<file path="config.mk">
export PLATFORM = sky130hd
export DESIGN_NAME = ssc_core
export DESIGN_NICKNAME = d
export VERILOG_FILES = /design/src/core/ssc_pkg.sv /design/src/core/ssc_core.sv /design/src/core/ssc_baud_gen.sv
export SDC_FILE = /design/constraint.sdc
export NUM_CORES = 1
export LEC_CHECK = 0
export BUFFER_PORTS_ARGS = -buffer_cell sky130_fd_sc_hd__buf_2
export CAP_MARGIN = 15
export CORE_ASPECT_RATIO = 2
export CORE_MARGIN = 2
export CORE_UTILIZATION = 30
export CTS_CLUSTER_DIAMETER = 40
export DETAILED_ROUTE_END_ITERATION = 7
export SLEW_MARGIN = 20
export SYNTH_ARGS = -nofsm -noshare
export SYNTH_HDL_FRONTEND = slang
export SYNTH_SLANG_ARGS = --single-unit
</file>
<file path="constraint.sdc">
create_clock -name hclk -period 5.85 [get_ports hclk]
set_clock_uncertainty 0.2 [all_clocks]
set_input_delay 0.585 -clock hclk [delete_from_list [all_inputs] [get_ports hclk]]
set_output_delay 0.585 -clock hclk [all_outputs]
set_load 0.01 [all_outputs]
</file>
<file path="src/core/ssc_pkg.sv">
// Constants, register map and field layout of the serial unit
package ssc_pkg;
   // Register byte offsets
   localparam logic [7:0] OFF_FORMAT = 8'h00;
   localparam logic [7:0] OFF_BIT_RATE = 8'h04;
   localparam logic [7:0] OFF_CONTROL = 8'h08;
   localparam logic [7:0] OFF_TX_HOLD = 8'h0c;
   localparam logic [7:0] OFF_STATUS = 8'h10;
   localparam logic [7:0] OFF_RX_HOLD = 8'h14;
   // Format register fields
   localparam int FMT_SYNC = 7;
   localparam int FMT_SEVEN = 6;
   localparam int FMT_PARITY = 5;
   localparam int FMT_ODD = 4;
   localparam int FMT_TWO_STOP = 3;
   localparam int FMT_ADDR = 2;
   localparam int FMT_PRESC_HI = 1;
   localparam int FMT_PRESC_LO = 0;
   // Control register fields
   localparam int CTL_TX_ON = 5;
   localparam int CTL_RX_ON = 4;
   localparam int CTL_CLK_HI = 1;
   localparam int CTL_CLK_LO = 0;
   // Status register fields
   localparam int ST_BREAK = 8;
   localparam int ST_TX_EMPTY = 7;
   localparam int ST_RX_FULL = 6;
   localparam int ST_OVERRUN = 5;
   localparam int ST_FRAMING = 4;
   localparam int ST_PARITY = 3;
   localparam int ST_TX_END = 2;
   localparam int ST_ADDR_RX = 1;
   localparam int ST_ADDR_TX = 0;
   // Reset values
   localparam logic [7:0] RST_FORMAT = 8'h00;
   localparam logic [7:0] RST_CONTROL = 8'h00;
   localparam logic [7:0] RST_BIT_RATE = 8'hff;
   localparam logic [7:0] RST_DATA = 8'h00;
   // Prescaler terminal counts for divide by 1, 4, 16, 64
   localparam logic [5:0] PRESC_LIM_1 = 6'h00;
   localparam logic [5:0] PRESC_LIM_4 = 6'h03;
   localparam logic [5:0] PRESC_LIM_16 = 6'h0f;
   localparam logic [5:0] PRESC_LIM_64 = 6'h3f;
   // Bit timing (sixteen ticks per async bit, four phases per sync bit) and receive register width
   localparam logic [3:0] RX_MID_TICK = 4'h7;
   localparam logic [3:0] BIT_LAST_TICK = 4'hf;
   localparam logic [1:0] SYNC_FALL_PH = 2'h0;
   localparam logic [1:0] SYNC_RISE_PH = 2'h2;
   localparam logic [3:0] RX_SR_W = 4'ha;
   typedef enum logic [0:0] {TX_IDLE, TX_RUN} ssc_tx_st_t;
   typedef enum logic [1:0] {RX_IDLE, RX_START, RX_DATA} ssc_rx_st_t;
endpackage : ssc_pkg

</file>
<file path="src/core/ssc_core.sv">
// Serial unit top: AHB-Lite registers, transmitter, receiver, clock pin
//
// The placing of the registers and register access over AHB-Lite are this design's own decisions.
`timescale 1ns/1ps
`default_nettype none
module ssc_core
   import ssc_pkg::*;
(
   input wire logic hclk, // Peripheral clock, 25 MHz
   input wire logic hresetn, // Asynchronous reset, active low
   input wire logic hsel, // Slave select
   input wire logic [31:0] haddr, // Byte address
   input wire logic [1:0] htrans, // Transfer type
   input wire logic hwrite, // Write when high
   input wire logic [2:0] hsize, // Transfer size, word only
   input wire logic hready, // Bus ready in
   input wire logic [31:0] hwdata, // Write data
   output logic [31:0] hrdata, // Read data
   output logic hreadyout, // Slave ready
   output logic hresp, // Always OKAY
   output logic txd_o, // Transmit line
   output logic txd_oe, // Transmit line drive enable
   input wire logic rxd_i, // Receive line
   input wire logic sck_i, // Serial clock pin in
   output logic sck_o, // Serial clock pin out
   output logic sck_oe // Serial clock pin drive enable
);
   logic [7:0] fmt_q, rate_q, ctrl_q, txhold_q, rxhold_q;
   logic tx_empty_q, tx_end_q, addr_tx_q, rx_full_q, ovr_q, frm_q;
   logic par_q, addr_rx_q, brk_q;
   logic wr_pend_q, rd_pend_q;
   logic [7:0] wr_addr_q, rd_addr_q;
   logic [31:0] rd_word;
   logic wr_fmt, wr_rate, wr_ctrl, wr_txh, wr_stat, acc;
   logic sync, ext, tx_on, rx_on, seven, has_x, bg_tick, half_q, tick16;
   logic sck_prev_q, sck_rise, sck_fall, s_rise, s_fall, sync_run;
   logic [1:0] q4_q;
   logic [3:0] ph16_q, ph16_next;
   ssc_tx_st_t tx_st_q;
   logic [11:0] tx_sr_q, frame;
   logic [3:0] tx_left_q, tx_nbits, dlen;
   logic tx_step, tx_par, xb, txd_q;
   ssc_rx_st_t rx_st_q;
   logic [9:0] rx_sr_q, rx_shift, rx_al;
   logic [3:0] rx_cnt_q, rx_left_q, rx_m;
   logic [7:0] rx_data;
   logic rx_x, rx_fin, rxd_prev_q, rx_err, rx_bad_par;

   logic [31:0] rd_word_q;
   logic hreadyout_q;
   assign hrdata = rd_word_q;
   assign hreadyout = hreadyout_q;
   assign hresp = 1'b0;
   assign txd_o = txd_q;
   assign txd_oe = tx_on;
   logic sck_o_q, sck_oe_q;
   assign sck_o = sck_o_q;
   assign sck_oe = sck_oe_q;

   // Mode decode from the stored format and control bits
   assign sync = fmt_q[FMT_SYNC];
   assign ext = ctrl_q[CTL_CLK_HI];
   assign tx_on = ctrl_q[CTL_TX_ON];
   assign rx_on = ctrl_q[CTL_RX_ON];
   assign seven = fmt_q[FMT_SEVEN] & ~sync;
   assign has_x = ~sync & (fmt_q[FMT_ADDR] | fmt_q[FMT_PARITY]);
   assign dlen = seven ? 4'h7 : 4'h8;

   // AHB-Lite slave: writes commit at the end of the data phase, reads
   // add one wait state so a read right after a write sees the new value
   assign acc = hsel & hready & htrans[1];
   always_ff @(posedge hclk or negedge hresetn) begin
      if (!hresetn) begin
         wr_pend_q <= 1'b0;
         rd_pend_q <= 1'b0;
         wr_addr_q <= 8'h00;
         rd_addr_q <= 8'h00;
         hreadyout_q <= 1'b1;
         rd_word_q <= 32'h0000_0000;
      end else begin
         wr_pend_q <= acc & hwrite;
         rd_pend_q <= acc & ~hwrite;
         if (acc) begin
            wr_addr_q <= haddr[7:0];
            rd_addr_q <= haddr[7:0];
         end
         hreadyout_q <= ~(acc & ~hwrite);
         if (rd_pend_q) begin
            rd_word_q <= rd_word;
         end
      end
   end
   assign wr_fmt = wr_pend_q & (wr_addr_q == OFF_FORMAT);
   assign wr_rate = wr_pend_q & (wr_addr_q == OFF_BIT_RATE);
   assign wr_ctrl = wr_pend_q & (wr_addr_q == OFF_CONTROL);
   assign wr_txh = wr_pend_q & (wr_addr_q == OFF_TX_HOLD);
   assign wr_stat = wr_pend_q & (wr_addr_q == OFF_STATUS);

   // Read mux; unmapped addresses read as zero
   always_comb begin
      rd_word = 32'h0000_0000;
      case (rd_addr_q)
         OFF_FORMAT: rd_word[7:0] = fmt_q;
         OFF_BIT_RATE: rd_word[7:0] = rate_q;
         OFF_CONTROL: rd_word[7:0] = ctrl_q;
         OFF_TX_HOLD: rd_word[7:0] = txhold_q;
         OFF_STATUS: rd_word[8:0] = {brk_q, tx_empty_q, rx_full_q, ovr_q,
            frm_q, par_q, tx_end_q, addr_rx_q, addr_tx_q};
         OFF_RX_HOLD: rd_word[7:0] = rxhold_q;
         default: rd_word = 32'h0000_0000;
      endcase
   end

   // Software-written registers; rate readable and writable at any time
   always_ff @(posedge hclk or negedge hresetn) begin
      if (!hresetn) begin
         fmt_q <= RST_FORMAT;
         rate_q <= RST_BIT_RATE;
         ctrl_q <= RST_CONTROL;
         txhold_q <= RST_DATA;
      end else begin
         if (wr_fmt) fmt_q <= hwdata[7:0];
         if (wr_rate) rate_q <= hwdata[7:0];
         if (wr_ctrl) ctrl_q <= hwdata[7:0];
         if (wr_txh) txhold_q <= hwdata[7:0];
      end
   end

   ssc_baud_gen u_baud (
      .hclk(hclk),
      .hresetn(hresetn),
      .presc(fmt_q[FMT_PRESC_HI:FMT_PRESC_LO]),
      .divisor(rate_q),
      .tick_q(bg_tick)
   );

   // Clock sources: generator runs at 32x bit rate in async, halved to 16x;
   // the pin is taken as synchronous, so one register finds its edges
   assign sck_rise = sck_i & ~sck_prev_q;
   assign sck_fall = ~sck_i & sck_prev_q;
   assign tick16 = ext ? sck_rise : (bg_tick & half_q);
   assign ph16_next = tick16 ? ph16_q + 4'h1 : ph16_q;
   assign s_fall = ext ? sck_fall : (bg_tick & sync_run &
      (q4_q == SYNC_FALL_PH));
   assign s_rise = ext ? sck_rise : (bg_tick & sync_run &
      (q4_q == SYNC_RISE_PH));
   assign sync_run = sync & ~ext & ((tx_st_q == TX_RUN) |
      (tx_on & ~tx_empty_q) | (rx_on & ~rx_full_q & ~ovr_q));
   always_ff @(posedge hclk or negedge hresetn) begin
      if (!hresetn) begin
         sck_prev_q <= 1'b1;
         half_q <= 1'b0;
         ph16_q <= 4'h0;
         q4_q <= 2'h0;
      end else begin
         sck_prev_q <= sck_i;
         if (bg_tick) half_q <= ~half_q;
         ph16_q <= ph16_next;
         if (!sync_run) q4_q <= 2'h0;
         else if (bg_tick) q4_q <= q4_q + 2'h1;
      end
   end

   // Clock pin: enable follows control one cycle later, async out rises mid bit
   always_ff @(posedge hclk or negedge hresetn) begin
      if (!hresetn) begin
         sck_oe_q <= 1'b0;
         sck_o_q <= 1'b1;
      end else begin
         sck_oe_q <= sync ? ~ext : (ctrl_q[CTL_CLK_HI:CTL_CLK_LO] == 2'h1);
         if (sync) begin
            if (!sync_run) sck_o_q <= 1'b1;
            else if (s_fall) sck_o_q <= 1'b0;
            else if (s_rise) sck_o_q <= 1'b1;
         end else begin
            sck_o_q <= ph16_next[3];
         end
      end
   end

   // Transmit frame: start, data LSB first, optional extra bit, stops
   assign tx_par = ^(seven ? {1'b0, txhold_q[6:0]} : txhold_q) ^
      fmt_q[FMT_ODD];
   assign xb = ~has_x | (fmt_q[FMT_ADDR] ? addr_tx_q : tx_par);
   assign frame = seven ? {3'b111, xb, txhold_q[6:0], 1'b0} :
      {2'b11, xb, txhold_q, 1'b0};
   assign tx_nbits = dlen + {3'h0, has_x} +
      (fmt_q[FMT_TWO_STOP] ? 4'h2 : 4'h1);
   assign tx_step = sync ? s_fall : (tick16 & (ph16_q == BIT_LAST_TICK));

   // Transmitter; set of a flag is written last so it beats a clear
   always_ff @(posedge hclk or negedge hresetn) begin
      if (!hresetn) begin
         tx_st_q <= TX_IDLE;
         tx_sr_q <= 12'hfff;
         tx_left_q <= 4'h0;
         txd_q <= 1'b1;
         tx_empty_q <= 1'b1;
         tx_end_q <= 1'b1;
         addr_tx_q <= 1'b0;
      end else begin
         if (wr_stat && !hwdata[ST_TX_EMPTY]) tx_empty_q <= 1'b0;
         if (wr_stat && !hwdata[ST_TX_END]) tx_end_q <= 1'b0;
         if (wr_stat) addr_tx_q <= hwdata[ST_ADDR_TX];
         if (!tx_on) begin
            tx_st_q <= TX_IDLE;
            tx_sr_q <= 12'hfff;
            tx_left_q <= 4'h0;
            txd_q <= 1'b1;
            tx_empty_q <= 1'b1;
         end else if (tx_step) begin
            if (tx_left_q != 4'h0) begin
               txd_q <= tx_sr_q[0];
               tx_sr_q <= {1'b1, tx_sr_q[11:1]};
               tx_left_q <= tx_left_q - 4'h1;
            end else if (!tx_empty_q) begin
               tx_st_q <= TX_RUN;
               tx_empty_q <= 1'b1;
               tx_end_q <= 1'b0;
               if (sync) begin
                  txd_q <= txhold_q[0];
                  tx_sr_q <= {5'h1f, txhold_q[7:1]};
                  tx_left_q <= 4'h7;
               end else begin
                  txd_q <= 1'b0;
                  tx_sr_q <= {1'b1, frame[11:1]};
                  tx_left_q <= tx_nbits;
               end
            end else begin
               tx_st_q <= TX_IDLE;
               txd_q <= 1'b1;
               if (tx_st_q == TX_RUN) tx_end_q <= 1'b1;
            end
         end
      end
   end

   // Receive alignment: bits enter at the top, shifted down by RX_SR_W less frame size
   assign rx_m = sync ? 4'h8 : (dlen + {3'h0, has_x} + 4'h1);
   assign rx_shift = {rxd_i, rx_sr_q[9:1]};
   assign rx_al = rx_shift >> (RX_SR_W - rx_m);
   assign rx_data = seven ? {1'b0, rx_al[6:0]} : rx_al[7:0];
   assign rx_x = seven ? rx_al[7] : rx_al[8];
   assign rx_bad_par = ~sync & fmt_q[FMT_PARITY] & ~fmt_q[FMT_ADDR] &
      ((^rx_data ^ fmt_q[FMT_ODD]) != rx_x);
   assign rx_err = ovr_q | frm_q | par_q;
   // Gated by receive on so a frame ending as it is switched off is dropped
   assign rx_fin = rx_on & (rx_st_q == RX_DATA) & (rx_left_q == 4'h1) &
      (sync ? s_rise : (tick16 & (rx_cnt_q == BIT_LAST_TICK)));

   // Receiver engine; turning receive off only stops the engine
   always_ff @(posedge hclk or negedge hresetn) begin
      if (!hresetn) begin
         rx_st_q <= RX_IDLE;
         rx_sr_q <= 10'h000;
         rx_cnt_q <= 4'h0;
         rx_left_q <= 4'h0;
         rxd_prev_q <= 1'b1;
      end else begin
         rxd_prev_q <= rxd_i;
         if (!rx_on || rx_err) begin
            rx_st_q <= RX_IDLE;
         end else begin
            case (rx_st_q)
               RX_IDLE: begin
                  rx_cnt_q <= 4'h0;
                  rx_left_q <= rx_m;
                  if (sync) rx_st_q <= RX_DATA;
                  else if (rxd_prev_q && !rxd_i) rx_st_q <= RX_START;
               end
               RX_START: begin
                  if (tick16) rx_cnt_q <= rx_cnt_q + 4'h1;
                  if (tick16 && rx_cnt_q == RX_MID_TICK) begin
                     rx_cnt_q <= 4'h0;
                     rx_st_q <= rxd_i ? RX_IDLE : RX_DATA;
                  end
               end
               RX_DATA: begin
                  if (!sync && tick16) rx_cnt_q <= rx_cnt_q + 4'h1;
                  if (sync ? s_rise : (tick16 && rx_cnt_q == BIT_LAST_TICK)) begin
                     rx_sr_q <= rx_shift;
                     rx_left_q <= rx_left_q - 4'h1;
                     if (rx_fin) rx_st_q <= RX_IDLE;
                  end
               end
               default: rx_st_q <= RX_IDLE;
            endcase
         end
      end
   end

   // Receive flags and holding register; hardware set beats software clear
   always_ff @(posedge hclk or negedge hresetn) begin
      if (!hresetn) begin
         rxhold_q <= RST_DATA;
         rx_full_q <= 1'b0;
         ovr_q <= 1'b0;
         frm_q <= 1'b0;
         par_q <= 1'b0;
         brk_q <= 1'b0;
         addr_rx_q <= 1'b0;
      end else begin
         if (wr_stat && !hwdata[ST_RX_FULL]) rx_full_q <= 1'b0;
         if (wr_stat && !hwdata[ST_OVERRUN]) ovr_q <= 1'b0;
         if (wr_stat && !hwdata[ST_PARITY]) par_q <= 1'b0;
         if (wr_stat && !hwdata[ST_FRAMING]) begin
            frm_q <= 1'b0;
            brk_q <= 1'b0;
         end
         if (rx_fin && !rx_err) begin
            if (rx_full_q) begin
               ovr_q <= 1'b1;
            end else begin
               rxhold_q <= rx_data;
               if (!sync && !rxd_i) begin
                  frm_q <= 1'b1;
                  brk_q <= (rx_data == 8'h00) & ~(has_x & rx_x);
               end
               if (rx_bad_par) par_q <= 1'b1;
               if (!sync && fmt_q[FMT_ADDR]) addr_rx_q <= rx_x;
               if (sync || (rxd_i && !rx_bad_par)) rx_full_q <= 1'b1;
            end
         end
      end
   end

   // Checks kept beside the logic they guard
   a_tx_off_empty: assert property (@(posedge hclk) disable iff (!hresetn)
      !tx_on |=> tx_empty_q && tx_st_q == TX_IDLE && txd_q)
      else $error("transmit off did not empty and reset the shifter");
   a_rx_off_keep: assert property (@(posedge hclk) disable iff (!hresetn)
      (!rx_on && !wr_stat) |=> $stable(rxhold_q) && $stable(rx_full_q) &&
      $stable(ovr_q) && $stable(frm_q) && $stable(par_q))
      else $error("receive flags changed while receive off");
   a_async_start_low: assert property (@(posedge hclk) disable iff (!hresetn)
      (tx_on && !sync && tx_step && tx_left_q == 4'h0 && !tx_empty_q)
      |=> !txd_q && tx_left_q == $past(tx_nbits))
      else $error("async frame did not begin with a low start bit");
   a_sync_first_bit: assert property (@(posedge hclk) disable iff (!hresetn)
      (tx_on && sync && tx_step && tx_left_q == 4'h0 && !tx_empty_q)
      |=> txd_q == $past(txhold_q[0]) && tx_left_q == 4'h7)
      else $error("sync frame did not begin with data bit zero");
   a_idle_mark: assert property (@(posedge hclk) disable iff (!hresetn)
      tx_st_q == TX_IDLE && tx_left_q == 4'h0 |-> txd_q)
      else $error("idle transmit line not high");
   a_clk_out_phase: assert property (@(posedge hclk) disable iff (!hresetn)
      (!sync && tx_step) |=> !sck_o_q)
      else $error("async clock out not low at bit boundary");
   a_clk_out_on: assert property (@(posedge hclk) disable iff (!hresetn)
      (wr_ctrl && !sync && hwdata[CTL_CLK_HI:CTL_CLK_LO] == 2'h1)
      ##1 1'b1 |=> sck_oe_q)
      else $error("clock out not enabled after control write");
   a_sync_clk_drive: assert property (@(posedge hclk) disable iff (!hresetn)
      (sync && !ext) ##1 (sync && !ext) |-> sck_oe_q)
      else $error("sync internal clock not driven");
   a_mid_reject: assert property (@(posedge hclk) disable iff (!hresetn)
      (rx_on && !rx_err && rx_st_q == RX_START && tick16 &&
      rx_cnt_q == RX_MID_TICK && rxd_i) |=> rx_st_q == RX_IDLE)
      else $error("false start bit accepted");
   a_sync_no_frame: assert property (@(posedge hclk) disable iff (!hresetn)
      (sync && rx_fin) |=> $stable(frm_q) && $stable(par_q))
      else $error("sync receive raised framing or parity");
   a_read_wait: assert property (@(posedge hclk) disable iff (!hresetn)
      (acc && !hwrite) |=> !hreadyout_q ##1 hreadyout_q)
      else $error("read wait state not one cycle");
endmodule : ssc_core
`default_nettype wire

</file>
<file path="src/core/ssc_baud_gen.sv">
// Baud rate generator: prescaler followed by an eight-bit divider
`timescale 1ns/1ps
`default_nettype none
module ssc_baud_gen
   import ssc_pkg::*;
(
   input wire logic hclk, // Peripheral clock
   input wire logic hresetn, // Asynchronous reset, active low
   input wire logic [1:0] presc, // Prescaler choice
   input wire logic [7:0] divisor, // Rate register value
   output logic tick_q // One-cycle pulse per generator period
);
   logic [5:0] pre_cnt_q;
   logic [5:0] pre_lim;
   logic [7:0] div_cnt_q;
   logic pre_tick;

   // Prescaler terminal count from the format field
   always_comb begin
      case (presc)
         2'h0: pre_lim = PRESC_LIM_1;
         2'h1: pre_lim = PRESC_LIM_4;
         2'h2: pre_lim = PRESC_LIM_16;
         default: pre_lim = PRESC_LIM_64;
      endcase
   end
   assign pre_tick = (pre_cnt_q >= pre_lim);

   // Prescaler counter; >= keeps it sane if the choice shrinks mid count
   always_ff @(posedge hclk or negedge hresetn) begin
      if (!hresetn) begin
         pre_cnt_q <= 6'h00;
      end else if (pre_tick) begin
         pre_cnt_q <= 6'h00;
      end else begin
         pre_cnt_q <= pre_cnt_q + 6'h01;
      end
   end

   // Divide by rate value plus one
   always_ff @(posedge hclk or negedge hresetn) begin
      if (!hresetn) begin
         div_cnt_q <= 8'h00;
         tick_q <= 1'b0;
      end else begin
         tick_q <= 1'b0;
         if (pre_tick) begin
            if (div_cnt_q >= divisor) begin
               div_cnt_q <= 8'h00;
               tick_q <= 1'b1;
            end else begin
               div_cnt_q <= div_cnt_q + 8'h01;
            end
         end
      end
   end
endmodule : ssc_baud_gen
`default_nettype wire

</file>
* Yosys cells after proc, flatten, opt, wreduce, memory -nomap -nowiden *
Cells that the tools add are included.

storage, ports and cells
  output and inout bits = 38
  flip-flop bits (word level) = 133
  input bits = 76
  word-level logic and storage cells = 271

cells by class
  equality and inequality tests = 28
  shift operators = 1
  add/subtract/negate cells = 11
  reduce and logical (&&, ||, !) cells = 45
  magnitude comparators = 2
  bitwise gates (word level) = 54
  muxes and demuxes = 92

operator list
  kind                                            count
  2-to-1 mux 1 bit                                55
  2-to-1 mux 12 bit                               4
  2-to-1 mux 4 bit                                12
  one-hot mux 8 bit (6 select lines)              1
  AND 1 bit                                       32
  2-to-1 mux 8 bit                                3
  2-to-1 mux 2 bit                                10
  one-hot mux 6 bit (3 select lines)              1
  == test 8 x 4 -> 1 bit (second input constant)  2
  == test 8 x 5 -> 1 bit (second input constant)  2
  zero test 8 bit                                 2
  parity 8 bit                                    2
  logical AND 1 bit                               14
  NOT 1 bit                                       14
  adder 4 x 1 -> 4 bit (second input constant)    3
  one-hot mux 4 bit (3 select lines)              1
  zero test 1 bit                                 11
  2-to-1 mux 10 bit                               1
  >> shifter 10 x 4 -> 9 bit                      1
  2-to-1 mux 9 bit                                1
  AND reduction 3 bit                             3
  adder 8 x 1 -> 8 bit (second input constant)    1
  == test 4 bit (second input constant)           2
  == test 8 x 3 -> 1 bit (second input constant)  1
  31 further kinds                                54

* Longest topological paths before layout *
  depth in word-level cells = 19
  gate-level depth with buffers = 18
  gate-level depth less buffers = 16

* By module *
From an unflattened synthesis, not the netlist that was laid out.

second synthesis, totals
  cells, all modules = 721
  area, all modules = 7,513.5 um^2

by module, submodules not included
  module        cells an instance  sequential area each (um^2)  instances  area an instance (um^2)
  ssc_core      611                2,882.8                      1          6,442.4
  ssc_baud_gen  110                375.4                        1          1,071.0

* Worst setup path after synthesis *
Ideal clock, no wire load.

  kind = reg2reg
  start point = reg fmt_q[7]
  end point = reg par_q
  library setup time = 0.066 ns
  cell stages (with the launch flop) = 18
  setup slack = 2.110 ns
  arrival time = 3.474 ns
  data required time = 5.584 ns
  cells stage by stage = dfrtp_1 buf_2 inv_1 o21ai_0 inv_1 ha_1 nor2b_1 mux2i_1 mux2i_1 a22o_1 a22oi_1 ha_1 xnor2_1 xnor2_1 xnor2_1 xnor2_1 nand4_1 nand2_1

between the ends
  cells in the longest elaborated chain, start to end = 16

RTL lines
  what                               RTL line                                         RTL
  start, declared                    ssc_core.sv:28                                   logic [7:0] fmt_q, rate_q, ctrl_q, txhold_q, rxhold_q;
  start signal, assigned             ssc_core.sv:122                                  if (wr_fmt) fmt_q <= hwdata[7:0];
  NOT 1 bit                          ssc_core.sv:65, ssc_core.sv:66, ssc_core.sv:244
  AND 1 bit                          ssc_core.sv:65                                   assign seven = fmt_q[FMT_SEVEN] & ~sync;
  2-to-1 mux 4 bit                   ssc_core.sv:67                                   assign dlen = seven ? 4'h7 : 4'h8;
  adder 4 x 1 -> 4 bit (2 in a row)  ssc_core.sv:239                                  assign rx_m = sync ? 4'h8 : (dlen + {3'h0, has_x} + 4'h1);
  2-to-1 mux 4 bit                   ssc_core.sv:239
  subtractor 4 bit                   ssc_core.sv:241                                  assign rx_al = rx_shift >> (RX_SR_W - rx_m);
  >> shifter 10 x 4 -> 9 bit         ssc_core.sv:241
  2-to-1 mux 8 bit                   ssc_core.sv:242                                  assign rx_data = seven ? {1'b0, rx_al[6:0]} : rx_al[7:0];
  parity 8 bit                       ssc_core.sv:245                                  ((^rx_data ^ fmt_q[FMT_ODD]) != rx_x);
  bitwise XOR 1 bit                  ssc_core.sv:245
  inequality test 1 bit              ssc_core.sv:245
  AND 1 bit                          ssc_core.sv:244                                  assign rx_bad_par = ~sync & fmt_q[FMT_PARITY] & ~fmt_q[FMT_ADDR] &
  2-to-1 mux 1 bit                   ssc_core.sv:319                                  if (rx_bad_par) par_q <= 1'b1;
  2-to-1 mux 1 bit                   ssc_core.sv:311                                  if (rx_full_q) begin
  2-to-1 mux 1 bit *                 ssc_core.sv:310                                  if (rx_fin && !rx_err) begin
  end signal, assigned               ssc_core.sv:299                                  par_q <= 1'b0;
  end signal, assigned               ssc_core.sv:305                                  if (wr_stat && !hwdata[ST_PARITY]) par_q <= 1'b0;
  end signal, assigned               ssc_core.sv:319
  end, declared                      ssc_core.sv:30                                   logic par_q, addr_rx_q, brk_q;

Mark *: on every way between the ends. The rest lies on a longest branch, timed or not.
A chain may end at the register's enable or synchronous reset.

* Worst setup path in the final report *
  start point = reg fmt_q[2]
  end point = reg par_q

between the ends
  cells in the longest elaborated chain, start to end = 15

RTL lines
  what                               RTL line         RTL
  OR 1 bit                           ssc_core.sv:66   assign has_x = ~sync & (fmt_q[FMT_ADDR] | fmt_q[FMT_PARITY]);
  AND 1 bit                          ssc_core.sv:66
  adder 4 x 1 -> 4 bit (2 in a row)  ssc_core.sv:239
  2-to-1 mux 4 bit                   ssc_core.sv:239
  subtractor 4 bit                   ssc_core.sv:241
  >> shifter 10 x 4 -> 9 bit         ssc_core.sv:241
  2-to-1 mux 8 bit                   ssc_core.sv:242
  parity 8 bit                       ssc_core.sv:245
  bitwise XOR 1 bit                  ssc_core.sv:245
  inequality test 1 bit              ssc_core.sv:245
  AND 1 bit *                        ssc_core.sv:244
  2-to-1 mux 1 bit *                 ssc_core.sv:319
  2-to-1 mux 1 bit *                 ssc_core.sv:311
  2-to-1 mux 1 bit *                 ssc_core.sv:310

Marked as above.

==> flow_summary.toml <==
[outcome]
status = "completed"

[drt]
totalWireLength_mm = 18.0
drt_iter0_markers = 255
postRouteAntennaNets = 0
drc = 0
vias_per_cell = 4.91
drt_pass1_iterations = 4
wl_per_cell_um = 16.4
vias = 5372

[yosys]
netlist_top_cells_area = "dfrtp_1 (35%), dfstp_2 (8.5%), mux2_2 (8.2%)"
mappedNetlistArea_um2 = 7420
synth_top_cell_area_share = 0.354
yosysSeqAreaShare = 0.439
synth_edf_count = 0
ys.flop_type = "dfrtp_1"
syn_inst = 713
synth-seq-cells = 129
async_flop_share = 1.00
yosys_warnings = 0
avgSynthCellArea_um2 = 10.4
ys_types = 66
synth_top_area_cell = "dfrtp_1"

[clocking]
ctsResizeCount = 0
clkSinkCount = 129
cts_tree = "done"
numCtsBuffers = 17
clkTransAtPathRegs_ps = 60
cts_root_buffer = "clkbuf_16"
holdBufCountCts = 0
cts_max_path_buffers = 2
cts_setup_buffers = 0
insertion_delay_ps = 420
htreeDepth = 4

[sta]
max_freq_mhz = 217
rsz0062_at_grt = "false"
fin_crit_sh = 0.789
layout_setup_ws_ps = 1230
worst_pin_slew_ps = 1050
fin_tns_setup_ps = 0
hold-worst-slack_ps = 100
period_minus_slack_ps = 4620
setup_viol = 0
drv_slew = 0
max-slew-margin-rel = 0.298
hold_violations = 0

[global_routing]
antenna_found_initial = 0
grt.overflow.total = 0
grt_pass1_vias = 5532
grt.total_usage = 0.147
grt_pass1_wl_mm = 29.0
grt_max_degree = 77

[pwr]
p_sw_frac = 0.313
p_sw_mw = 0.882
ir_drop_uv = 190
p_leak_nw = 3.73
intPower_mw = 1.94
seq_power_share = 0.404
p_per_area_nw_per_um2 = 336
combPwrFrac = 0.239
clkPwrFrac = 0.357

[placement]
gp_congestion = 0.796
hpwlAfterDp_mm = 13.5
dp_slack_ps = 1280
place_area_um2 = 7840
io_buffer_count = 37

[critical_path]
crit_required_ps = 6010
path_max_fanout = 7
worst-endpoint-arrival_ps = 4780
start_kind = "flip-flop"
critPathCaptureType = "flip-flop"
worstSetupPathType = "flip-flop to flip-flop"

[floorplanning]
dieArea_um2 = 26100
rows = 81
die_height_um = 226
start_util = 0.304
io_pins = 114
core_um2 = 24400
die_w_um = 115

[cells_and_area]
diodes = 0
drive_gt1_frac = 0.221
synthToLayoutAreaGrowth_pct = 13.2
fin_nets = 863
postLayoutCellArea_um2 = 8400

[flow_run]
max_cap_violations = 0

[min_path]
hp-class = "input pin to flip-flop"
-- routing by layer --
layer | vias to the layer above | wire length (um) | track usage
met4 | 0 | 810 | 0.0808
li1 | 2565 | - | -
met1 | 2682 | 6210 | 0.138
met5 | - | 0 | 0
met2 | 88 | 10600 | 0.288
met3 | 37 | 362 | 0.0257
-- critical path, cell delays in order (launching register included) --
cell and delay [ps]:
dfrtp_1 450, o21ai_0 720, inv_1 170, ha_1 450, nor2b_1 370, mux2i_1 380
mux2i_1 160, a22o_1 240, a22oi_1 260, ha_1 300, xnor2_1 170, xnor2_1 150
xnor2_1 150, xnor2_1 160, nand4_1 120, nand2_1 90
-- registers in the layout, indices dropped and copies added (netlist names), 2 cells and up --
name,count
u_baud.div_cnt_q,8
tx_sr_q,9
rate_q,8
ph16_q,4
rxhold_q,8
rx_left_q,4
txhold_q,8
rx_sr_q,9
hrdata,9
ctrl_q,8
tx_left_q,4
fmt_q,8
rd_addr_q,8
u_baud.pre_cnt_q,6
q4_q,2
rx_cnt_q,4
rx_st_q,2
-- placed cells by master, fill, tap and decap left out, drive strengths merged, types with 4 or more instances in the layout --
cell type | Yosys | routed
a211oi | 7 | 7
a21boi | 4 | 4
a21oi | 30 | 30
a22o | 17 | 17
a22oi | 5 | 5
a31oi | 11 | 11
and2 | 6 | 6
and3 | 7 | 7
buf | 37 | 41
clkbuf | 11 | 27
conb | 1 | 24
dfrtp | 105 | 105
dfstp | 24 | 24
ha | 37 | 37
inv | 43 | 43
mux2 | 54 | 54
mux2i | 21 | 21
mux4 | 8 | 8
nand2 | 64 | 64
nand2b | 7 | 7
nand3 | 18 | 18
nand4 | 5 | 5
nor2 | 42 | 42
nor2b | 10 | 10
nor3 | 15 | 15
nor3b | 5 | 5
o21a | 5 | 5
o21ai | 49 | 49
o22ai | 9 | 9
xnor2 | 18 | 18
xor2 | 6 | 6
-- path summary, 6_finish.rpt --
| path | depth (start not counted) | endpoint | start | slack [ps] |
|---|---|---|---|---|
| setup reg to reg | 15 | par_q$_DFF_PN0_ | fmt_q[2]$_DFFE_PN0P_ | 1230 |
| hold / removal | 1 | sck_prev_q$_DFF_PN1_ | sck_i | 100 |
| hold reg to reg | 1 | half_q$_DFFE_PN0P_ | half_q$_DFFE_PN0P_ | 280 |
| max in group asynchronous | 2 | u_baud.pre_cnt_q[1]$_DFF_PN0_ | hresetn | 3980 |
| setup / recovery | 15 | par_q$_DFF_PN0_ | fmt_q[2]$_DFFE_PN0P_ | 1230 |
| min in group asynchronous | 1 | hrdata[4]$_DFFE_PN0P_ | hresetn | 120 |
-- through the flow --
stage	power, mW	std cells	utilization
after detailed placement	1.84	1061	0.321
after global routing	3.00	1093	0.344
after floorplan	1.64	736	-
final	2.82	1093	0.344
after CTS	2.86	1093	0.344
after global placement	1.82	1061	0.321
-- power groups by stage --
stage	clock network, mW	logic (mW)	registers (mW)
CTS	1.03	0.684	1.14
finish	1.01	0.673	1.14
global route	1.07	0.770	1.16
global placement	0	0.664	1.15
floorplan	0	0.535	1.11
detailed placement	0	0.681	1.16
-- cell families after synthesis --
family,share of synthesized area
other cells,0.000506
mux,0.135
fa+ha+maj,0.0678
compound gates,0.135
flops,0.439
buf+inv,0.0612
simple gates,0.130
xor+xnor,0.0314
-- Yosys cell counts (3+ instances only) --
| cell type | count |
|---|---|
| nand2b_1 | 7 |
| o211a_1 | 3 |
| dfstp_2 | 24 |
| buf_2 | 12 |
| a22o_1 | 17 |
| nand4b_1 | 3 |
| mux4_2 | 8 |
| nor3_1 | 13 |
| mux2_2 | 54 |
| xor2_1 | 6 |
| buf_4 | 24 |
| o21ai_0 | 48 |
| o22ai_1 | 9 |
| inv_1 | 43 |
| nor2b_1 | 10 |
| a31oi_1 | 11 |
| and2_1 | 6 |
| and3_1 | 7 |
| xnor2_1 | 18 |
| nor2_1 | 41 |
| nand2_1 | 61 |
| nand4_1 | 5 |
| o21a_1 | 5 |
| a21oi_1 | 30 |
| dfrtp_1 | 105 |
| a211oi_1 | 7 |
| clkbuf_1 | 11 |
| a22oi_1 | 5 |
| nor3b_1 | 4 |
| nand3_1 | 17 |
| ha_1 | 37 |
| mux2i_1 | 21 |
-- layout make-up --
type | count | area [um2]
clock buffers | 27 | 503
clock inverters | 5 | 52.6
fillers | 2460 | 16000
inverters | 43 | 161
multi-input cells | 516 | 3790
flip-flops and latches | 129 | 3260
well taps | 332 | 415
repair buffers | 41 | 218
No activity file was read; power rests on OpenSTA's default activity.
